--- src/hlc_regs.svh ---
`ifndef HLC_REGS_SVH
`define HLC_REGS_SVH
`define HLC_ADDR_W 8
`define HLC_OFS_SET 8'h50
`define HLC_OFS_CLR 8'h54
`define HLC_BIT_ENDIAN 30
`define HLC_BIT_OWNER 23
`define HLC_BIT_ENH 22
`define HLC_BIT_LPS 19
`define HLC_BIT_POSTED 18
`define HLC_BIT_ATTACH 17
`define HLC_BIT_REINIT 16
`define HLC_VC_BIT_ENH 1
`define HLC_VC_BIT_OWNER 0
`define HLC_RST_OWNER 1'b1
`define HLC_RST_ENH 1'b0
`define HLC_RST_LPS 1'b0
`define HLC_RST_ATTACH 1'b0
`define HLC_RST_ENDIAN 1'b0
`define HLC_RST_POSTED 1'b0
`define HLC_CLK_PERIOD_NS 20
`define HLC_REINIT_NS 200
`define HLC_REINIT_CYC ((`HLC_REINIT_NS + `HLC_CLK_PERIOD_NS - 1) / `HLC_CLK_PERIOD_NS)
`define HLC_LCLK_IDLE_NS 400
`define HLC_LCLK_IDLE_CYC (`HLC_LCLK_IDLE_NS / `HLC_CLK_PERIOD_NS)
`define HLC_TC_QW_REQ 4'h0
`define HLC_TC_BW_REQ 4'h1
`define HLC_TC_QR_RSP 4'h6
`define HLC_TC_BR_RSP 4'h7
`define HLC_TC_LK_REQ 4'h9
`define HLC_TC_STRM 4'ha
`define HLC_TC_LK_RSP 4'hb
`define HLC_TC_PHY 4'he
`endif

--- src/hlc_pkg.sv ---
package hlc_pkg;
  typedef struct packed {
    logic rd;
    logic wr;
    logic [7:0] addr;
    logic [31:0] wdata;
  } hlc_req_s;
  typedef struct packed {
    logic [3:0] tcode;
    logic is_header;
    logic is_cycle_time;
    logic [31:0] quadlet;
  } hlc_quad_s;
  typedef struct packed {
    logic endian_big;
    logic enh_en;
    logic link_power_on;
    logic posted_en;
    logic attach;
  } hlc_ctl_s;
  typedef enum logic [1:0] {
    HLC_RUN = 2'b01,
    HLC_REINIT = 2'b10
  } hlc_mode_e;
endpackage

--- src/hlc_host_control.sv ---
// How it works
// endian select 0 sends data quadlets low byte first, 1 high byte first
// header quadlets always leave high byte first
// only data crc payloads, quadlet write request and quadlet read response swap
// cycle timer value and phy packet payload never swap
// software changes endian and posted bits only while attach is off
// owner flag is read/clear, hard reset sets it, soft and bus reset keep it
// owner flag steers no hardware at all
// enhancement enable resets low, gates all enhancements, survives soft and bus reset
// driver touches enhancement bit only with owner set and attach off
// software configures link and phy enhancements alike, then clears owner
// link power on is set-only, cleared by hard and soft reset
// with link power off only identity and host control registers are defined
// posted write bit chooses posting or ack pending for physical writes
// attach off blocks receive and bus requests but keeps phy register access
// attach is set-only, cleared only by hard or soft reset
// software sets attach after rom mapping is valid, then forces bus reset
// writing reinit resets state, flushes fifos, restores host registers
// reinit reads one while a soft or hard reset runs
// both addresses read the register; ones set or clear, zeros ignored
// order is link power on, then attach, then context run
// power on lets link clock start; attach then starts a bus reset
// eeprom may load enhancement bit; vendor control reaches both enhancement bits
// reserved bits read zero and ignore writes
`timescale 1ns/1ps
`default_nettype none
`include "hlc_regs.svh"
module hlc_host_control (
  // clock and reset
  input wire logic ref_clk,
  input wire logic rst,
  // register access
  input wire hlc_pkg::hlc_req_s req,
  output logic [31:0] rd_data,
  output logic rd_valid,
  // vendor control and eeprom
  input wire logic vc_wr,
  input wire logic [1:0] vc_wdata,
  output logic [1:0] vc_rdata,
  input wire logic eeprom_load,
  input wire logic eeprom_enh,
  // link side
  input wire logic link_clk,
  output logic link_clk_running,
  output logic bus_reset_req,
  output logic fifo_flush,
  output logic reinit_busy,
  output hlc_pkg::hlc_ctl_s ctl,
  output logic rx_enable,
  output logic bus_req_enable,
  output logic phy_reg_access_enable,
  output logic other_regs_defined,
  output logic phy_write_ack_pending,
  // byte order path
  input wire logic q_in_valid,
  input wire hlc_pkg::hlc_quad_s q_in,
  output logic q_out_valid,
  output logic [31:0] q_out
);
  import hlc_pkg::*;

  typedef struct packed {
    hlc_mode_e mode;
    logic [7:0] rst_cnt;
    logic endian;
    logic owner;
    logic enh;
    logic link_power_on;
    logic posted;
    logic attach;
    logic [2:0] lsync;
    logic lclk_q;
    logic [7:0] idle_cnt;
    logic lclk_run;
    logic busrst;
    logic flush;
    logic [31:0] rdata;
    logic rvalid;
    logic [31:0] qdata;
    logic qvalid;
  } hlc_state_s;

  localparam logic [7:0] REINIT_CYC = 8'(`HLC_REINIT_CYC);
  localparam logic [7:0] IDLE_CYC = 8'(`HLC_LCLK_IDLE_CYC);

  hlc_state_s s_q;
  hlc_state_s s_d;
  logic [31:0] reg_view;
  logic set_wr;
  logic clr_wr;
  logic swap_class;
  logic lclk_stable;

  always_comb begin
    // reserved bits stay zero
    reg_view = 32'h0000_0000;
    reg_view[`HLC_BIT_ENDIAN] = s_q.endian;
    reg_view[`HLC_BIT_OWNER] = s_q.owner;
    reg_view[`HLC_BIT_ENH] = s_q.enh;
    reg_view[`HLC_BIT_LPS] = s_q.link_power_on;
    reg_view[`HLC_BIT_POSTED] = s_q.posted;
    reg_view[`HLC_BIT_ATTACH] = s_q.attach;
    reg_view[`HLC_BIT_REINIT] = (s_q.mode == HLC_REINIT);
    set_wr = 1'b0;
    clr_wr = 1'b0;
    if (req.wr && req.addr == `HLC_OFS_SET) begin
      set_wr = 1'b1;
    end else if (req.wr && req.addr == `HLC_OFS_CLR) begin
      clr_wr = 1'b1;
    end
    case (q_in.tcode)
      `HLC_TC_QW_REQ, `HLC_TC_BW_REQ, `HLC_TC_QR_RSP, `HLC_TC_BR_RSP,
      `HLC_TC_LK_REQ, `HLC_TC_STRM, `HLC_TC_LK_RSP: swap_class = 1'b1;
      default: swap_class = 1'b0; // phy packets fall here
    endcase
  end

  assign lclk_stable = (s_q.lsync[2] == s_q.lsync[1]);

  always_comb begin
    s_d = s_q;
    s_d.rvalid = 1'b0;
    s_d.busrst = 1'b0;
    s_d.flush = 1'b0;
    s_d.qvalid = q_in_valid;
    // three-stage sampler; only the agreeing last two stages are used
    s_d.lsync = {s_q.lsync[1:0], link_clk};
    if (lclk_stable && s_q.lsync[2] != s_q.lclk_q) begin
      s_d.lclk_q = s_q.lsync[2];
      s_d.idle_cnt = IDLE_CYC;
      s_d.lclk_run = 1'b1;
    end else if (s_q.idle_cnt != 8'h00) begin
      s_d.idle_cnt = s_q.idle_cnt - 8'h01;
    end else begin
      s_d.lclk_run = 1'b0;
    end
    // reads return the same view at both addresses
    if (req.rd && (req.addr == `HLC_OFS_SET || req.addr == `HLC_OFS_CLR)) begin
      s_d.rdata = reg_view;
      s_d.rvalid = 1'b1;
    end else if (req.rd) begin
      s_d.rdata = 32'h0000_0000;
      s_d.rvalid = 1'b1;
    end
    case (s_q.mode)
      HLC_REINIT: begin
        // writes during reset are dropped so the restored values hold
        if (s_q.rst_cnt > 8'h01) begin
          s_d.rst_cnt = s_q.rst_cnt - 8'h01;
        end else begin
          s_d.rst_cnt = 8'h00;
          s_d.mode = HLC_RUN;
        end
      end
      default: begin
        if (set_wr) begin
          if (req.wdata[`HLC_BIT_ENDIAN]) s_d.endian = 1'b1;
          if (req.wdata[`HLC_BIT_ENH]) s_d.enh = 1'b1;
          if (req.wdata[`HLC_BIT_LPS]) s_d.link_power_on = 1'b1;
          if (req.wdata[`HLC_BIT_POSTED]) s_d.posted = 1'b1;
          if (req.wdata[`HLC_BIT_ATTACH] && !s_q.attach) begin
            s_d.attach = 1'b1;
            s_d.busrst = s_q.link_power_on; // attach starts a bus reset only when link power is on
          end
          if (req.wdata[`HLC_BIT_REINIT]) begin
            s_d.mode = HLC_REINIT;
            s_d.rst_cnt = REINIT_CYC;
            s_d.flush = 1'b1;
            s_d.link_power_on = `HLC_RST_LPS;
            s_d.attach = `HLC_RST_ATTACH;
            s_d.busrst = 1'b0;
          end
        end else if (clr_wr) begin
          // owner is read/clear; link power and attach cannot be cleared here
          if (req.wdata[`HLC_BIT_ENDIAN]) s_d.endian = 1'b0;
          if (req.wdata[`HLC_BIT_OWNER]) s_d.owner = 1'b0;
          if (req.wdata[`HLC_BIT_ENH]) s_d.enh = 1'b0;
          if (req.wdata[`HLC_BIT_POSTED]) s_d.posted = 1'b0;
        end else if (vc_wr) begin
          s_d.enh = vc_wdata[`HLC_VC_BIT_ENH];
          if (!vc_wdata[`HLC_VC_BIT_OWNER]) s_d.owner = 1'b0;
        end else if (eeprom_load) begin
          s_d.enh = eeprom_enh;
        end
      end
    endcase
    // header, cycle timer and phy data keep high byte first
    if (q_in.is_header || q_in.is_cycle_time || !swap_class || s_q.endian) begin
      s_d.qdata = q_in.quadlet;
    end else begin
      s_d.qdata = {q_in.quadlet[7:0], q_in.quadlet[15:8], q_in.quadlet[23:16], q_in.quadlet[31:24]};
    end
  end

  always_ff @(posedge ref_clk or posedge rst) begin
    if (rst) begin
      s_q <= '0;
      s_q.mode <= HLC_REINIT;
      s_q.rst_cnt <= REINIT_CYC;
      s_q.owner <= `HLC_RST_OWNER;
      s_q.enh <= `HLC_RST_ENH;
      s_q.link_power_on <= `HLC_RST_LPS;
      s_q.attach <= `HLC_RST_ATTACH;
      s_q.endian <= `HLC_RST_ENDIAN;
      s_q.posted <= `HLC_RST_POSTED;
    end else begin
      s_q <= s_d;
    end
  end

  assign rd_data = s_q.rdata;
  assign rd_valid = s_q.rvalid;
  assign vc_rdata = {s_q.enh, s_q.owner};
  assign link_clk_running = s_q.lclk_run;
  assign bus_reset_req = s_q.busrst;
  assign fifo_flush = s_q.flush;
  assign reinit_busy = (s_q.mode == HLC_REINIT);
  // owner flag drives none of these
  assign ctl = '{endian_big: s_q.endian, enh_en: s_q.enh, link_power_on: s_q.link_power_on,
                 posted_en: s_q.posted, attach: s_q.attach};
  assign rx_enable = s_q.attach;
  assign bus_req_enable = s_q.attach && s_q.link_power_on;
  assign phy_reg_access_enable = s_q.link_power_on;
  assign other_regs_defined = s_q.link_power_on;
  assign phy_write_ack_pending = !s_q.posted;
  assign q_out_valid = s_q.qvalid;
  assign q_out = s_q.qdata;
endmodule
`default_nettype wire

--- config.mk ---
export PLATFORM = sky130hd
export DESIGN_NAME = hlc_host_control
export DESIGN_NICKNAME = d
export VERILOG_FILES = /design/src/hlc_pkg.sv /design/src/hlc_host_control.sv
export VERILOG_INCLUDE_DIRS = /design/src
export SDC_FILE = /design/constraint.sdc
export NUM_CORES = 1
export LEC_CHECK = 0
export BUFFER_PORTS_ARGS = -buffer_cell sky130_fd_sc_hd__buf_2
export CORE_MARGIN = 2
export CORE_UTILIZATION = 45
export DETAILED_ROUTE_END_ITERATION = 6
export PLACE_DENSITY = 0.78
export SYNTH_ARGS = -nofsm -noshare
export SYNTH_HDL_FRONTEND = slang
export SYNTH_SLANG_ARGS = --single-unit
--- constraint.sdc ---
create_clock -name ref_clk -period 5.8 [get_ports ref_clk]
set_clock_uncertainty 0.1 [all_clocks]
set_input_delay 0.58 -clock ref_clk [delete_from_list [all_inputs] [get_ports ref_clk]]
set_output_delay 0.58 -clock ref_clk [all_outputs]
set_load 0.02 [all_outputs]
Yosys cells after proc, flatten, opt, wreduce, memory -nomap -nowiden
Cells that the tools add are included.
Widths: inputs -> output; s select.
{"block": "classes", "n_addsub": 2, "n_lt_le_gt_ge": 1, "eq_ne": 21, "mux": 40, "bitwise": 2, "n_reduce_logical": 33}
{"op": "$mux 33", "n": 2}
{"op": "$mux 32", "n": 1}
{"op": "$mux 10", "n": 3}
{"op": "$mux 1", "n": 26}
{"op": "$ne 2x2->1 const B", "n": 9}
{"op": "$eq 8x7->1 const B", "n": 2}
{"op": "$mux 8", "n": 2}
{"op": "$reduce_bool 2->1", "n": 8}
{"op": "$sub 8x1->8 const B", "n": 2}
{"op": "$eq 4x4->1 const B", "n": 3}
{"op": "$reduce_and 4->1", "n": 3}
{"op": "$mux 2", "n": 5}
{"op": "$mux 9", "n": 1}
{"op": "$reduce_and 3->1", "n": 3}
{"op": "$eq 4x3->1 const B", "n": 2}
{"op": "$gt 8x1->1 const B", "n": 1}
{"op": "$reduce_bool 8->1", "n": 1}
{"op": "$reduce_or 7->1", "n": 1}
{"op": "$logic_and 1x1->1", "n": 6}
{"op": "$reduce_and 5->1", "n": 1}
{"op": "$eq 4x1->1 const B", "n": 1}
{"op": "$logic_not 4->1", "n": 1}
{"op": "$logic_or 1x1->1", "n": 4}
{"op": "$reduce_bool 4->1", "n": 1}
{"op": "other kinds (7)", "n": 10}
{"block": "totals", "ff_bits": 97, "inputBits": 89, "out_inout_bits": 82, "wordCells": 117}

Logic depth before layout (Yosys ltp)
{"block": "logic_depth", "word_depth": 7, "depth_mapped": 7, "ltp_nobuf": 6}

Worst setup path before layout
OpenSTA, ideal clock, no wires.
{"block": "synth_timing", "kind": "input-to-reg", "startpoint": "in req[33] in the netlist's numbering", "endpoint": "reg s_q (netlist bit ctl[3])", "setup_time_ps": 125, "t_arrival_ps": 1820, "required_time_ps": 5575, "slack_ps": 3755, "stages": 5, "cell_sequence": "nor4b_2 > and3_1 > buf_2 > mux2i_1 > mux2_2"}
{"block": "synth_between", "elab_chain_len": 6, "word_cells_on_any_way": 13}
{"element": "start, declared", "line": "hlc_host_control.sv:33", "rtl": "input wire hlc_pkg::hlc_req_s req,"}
{"element": "$eq 8x7->1 (no line)"}
{"element": "$logic_and 1x1->1 (no line)"}
{"element": "$mux 1", "line": "hlc_host_control.sv:108", "rtl": "end else if (req.wr && req.addr == `HLC_OFS_CLR) begin"}
{"element": "$mux 1", "line": "hlc_host_control.sv:106", "rtl": "if (req.wr && req.addr == `HLC_OFS_SET) begin"}
{"element": "$reduce_bool 4->1 (no line) (tied with other cells)"}
{"element": "$reduce_and 4->1 (no line) or $mux 1 (tied branches)"}
{"element": "end, declared", "line": "hlc_host_control.sv:86", "rtl": "hlc_state_s s_q;"}
Parallel ways exist; a longest one is shown, timed or not.
A chain may end at the register's enable or synchronous reset.

==> results.toml <==
[logic_synthesis]
yosys.area_share.simple_pct = 9.90
synth_ff_type = "dfrtp_1"
synth_edf_count = 0
synth_compound_area_share_pct = 7.74
synth_top_family_by_area = "buffers and inverters"
synth_cell_types = 51
synth_area_sq_mm = 0.00365
muxShareOfSynthArea_pct = 12.4
synthAdderAreaFrac_pct = 1.37
ys_ff_latch = 72
synth_xor_xnor_area_share_pct = 1.20
avgSynthCellArea_sq_um = 11.2
synthArstFlopShare_pct = 100
netlist_instances = 327
ys_seq_area_share_pct = 49.5
yosysWarningCount = 0

[sta]
max_freq_mhz = 390
holdWs_ps = 243
rsz0062_at_grt = "false"
hold_violations = 0
tns_ps = 0
worst_slack_ps = 3240
maxSlewViolCount = 0
finalSetupViolCount = 0
layout_min_cycle_time_ps = 2560
tightest_slew_ps = 1190
max_slew_margin_pct = 20.5
timing.final.crit_share_pct = 44.2

[setup_path]
crit_slowest_cell = "o211a_1"
path_buf_inv = 0
path_class = "flop to flop"
crit_path_max_incr_delay_ps = 1010
cp_top_family = "compound AO/OA/AOI/OAI gates"
required_ps = 5920
crit_chain = "a2111oi_0, o211a_1, mux2_2"
end_kind = "flop"
arrival_ps = 2680
setup.worst_path.start_class = "flop"
cp_max_fo = 32

[job]
maxCapViolCount = 0

[power_and_ir_drop]
pwr_density_cell_mw_per_mm2 = 338
leakagePower_nw = 2.06
vdd.ir_drop.worst_uv = 153

[clock_tree]
cts_buffer_depth = 2
clkTransAtPathRegs_ps = 80
clock-sinks = 72
cts_hold_buf = 0
clockRootBuffer = "clkbuf_8"
postCtsSetupBuffers = 0
h-tree-depth = 3
cts_buffers = 9
clock_latency_ps = 340
cts_tree = "yes"
cts_resized = 0

[global_routing]
grt_overflow = 0
grt_max_degree = 73
grt_usage_pct = 15.3
grt_pass1_vias = 2341
antenna_found_initial = 2
grt_pass1_wl_um = 10500

[floorplanning]
dieArea_sq_mm = 0.00885
initial_utilization_pct = 46.8
fp.dieH_um = 94.1
rows = 32
ioPinCount = 171
die_x_um = 94.1
fp.coreArea_sq_mm = 0.00781

[layout]
final_common_cell = "buf_2"
area_delta_synth_final_pct = 12.7
fin_nets = 496
fin_area_sq_mm = 0.00412
layout_common_cells = "buf_2 (120), dfrtp_1 (68), mux2_2 (34)"
drive_gt1_share_pct = 44.1
final_cells = 512

[route]
drtAntennaViolNets = 0
dr_total_vias = 2414
firstDrtPassIters = 4
wl_per_cell_um = 13.0
vias_per_cell = 4.71
wl_um = 6640
drc_errors = 0
drt_iter0_drc = 78

[placed_design]
place_area_sq_mm = 0.00389
place_congestion = 0.794
hpwl_um = 4890
io_buffers = 120
dp.cells = 494
dp_slack_ps = 2910

[worst_hold_path]
hold_class = "primary input to flop"

[status]
status = "finished, final reports clean"
## synthesized netlist by cell type (2+ instances only)
cell | number | area [sq um]
or3_1 | 2 | 12.5
buf_2 | 4 | 20.0
nor3b_1 | 7 | 52.6
nand2_1 | 15 | 56.3
and3_1 | 3 | 18.8
xor2_1 | 4 | 35.0
a21oi_1 | 5 | 25.0
ha_1 | 4 | 50.1
dfstp_2 | 4 | 105
nand3_1 | 3 | 15.0
or4_1 | 2 | 15.0
a21o_1 | 4 | 30.0
dfrtp_1 | 68 | 1700
o22ai_1 | 2 | 12.5
nor2b_1 | 3 | 18.8
o21ai_0 | 15 | 75.1
inv_1 | 16 | 60.1
nor2_1 | 18 | 67.6
a211o_1 | 3 | 26.3
nand2b_1 | 3 | 18.8
mux2_2 | 34 | 383
mux2i_1 | 7 | 70.1
clkbuf_1 | 2 | 7.51
buf_4 | 72 | 541
## sequential cells by signal (all words and copies together), names as in the netlist
signal,flops
q_out,32
s_q,20
rd_data,7
ctl,3
s_d,2
bus_reset_req,1
fifo_flush,1
link_clk_running,1
other_regs_defined,1
q_out_valid,1
rd_valid,1
rx_enable,1
vc_rdata,1
## final timing paths
check	slack (ps)	start	end	cells after the start
max in group asynchronous	4610	rst	q_out[13]$_DFF_PP0_	3
min	240	q_in_valid	q_out_valid$_DFF_PP0_	1
max	3240	ctl[4]$_DFFE_PP0P_	q_out[19]$_DFF_PP0_	3
min in group asynchronous	400	rst	link_clk_running$_DFFE_PP0P_	3
min reg2reg	250	s_d[79]$_DFF_PP0_	s_d[80]$_DFF_PP0_	0
max reg2reg	3240	ctl[4]$_DFFE_PP0P_	q_out[19]$_DFF_PP0_	3
## cell type report
class,instances,area (sq um)
antenna,2,5.00
clock buffer,10,128
clock inverter,6,92.6
fill,703,3690
inverter,17,63.8
multi-input combinational,182,1280
sequential,72,1810
tap,102,128
timing repair buffer,121,608
## cell families (layout without fill, tap and decap cells)
group	after synthesis	after routing
AOI/OAI and AO/OA	41	41
muxes	41	41
DFF	72	72
adders and majority gates	4	4
xor gates and xnor gates	5	5
and+or+nand+nor	66	66
buffers and inverters	97	154
other	1	27
## routing by layer
| metal | track usage [%] | wire (um) |
|---|---|---|
| met2 | 25.6 | 3270 |
| met1 | 18.0 | 2700 |
| met5 | 0 | 0 |
| met4 | 6.28 | 101 |
| met3 | 4.98 | 565 |
## power breakdown
group	internal, W	switching [W]
Clock	0.000244	0.000192
Combinational	0.000141	0.000180
Sequential	0.000575	0.0000594
## stage by stage
| stage | power (W) | utilization (%) |
|---|---|---|
| final | 0.00139 | 52.7 |
| after global routing | 0.00148 | 52.7 |
| after CTS | 0.00141 | 52.7 |
| after detailed placement | 0.000967 | 49.8 |
| after global placement | 0.000951 | 49.8 |
| after floorplan | 0.000911 | - |
(Power assumes the default switching activity.)
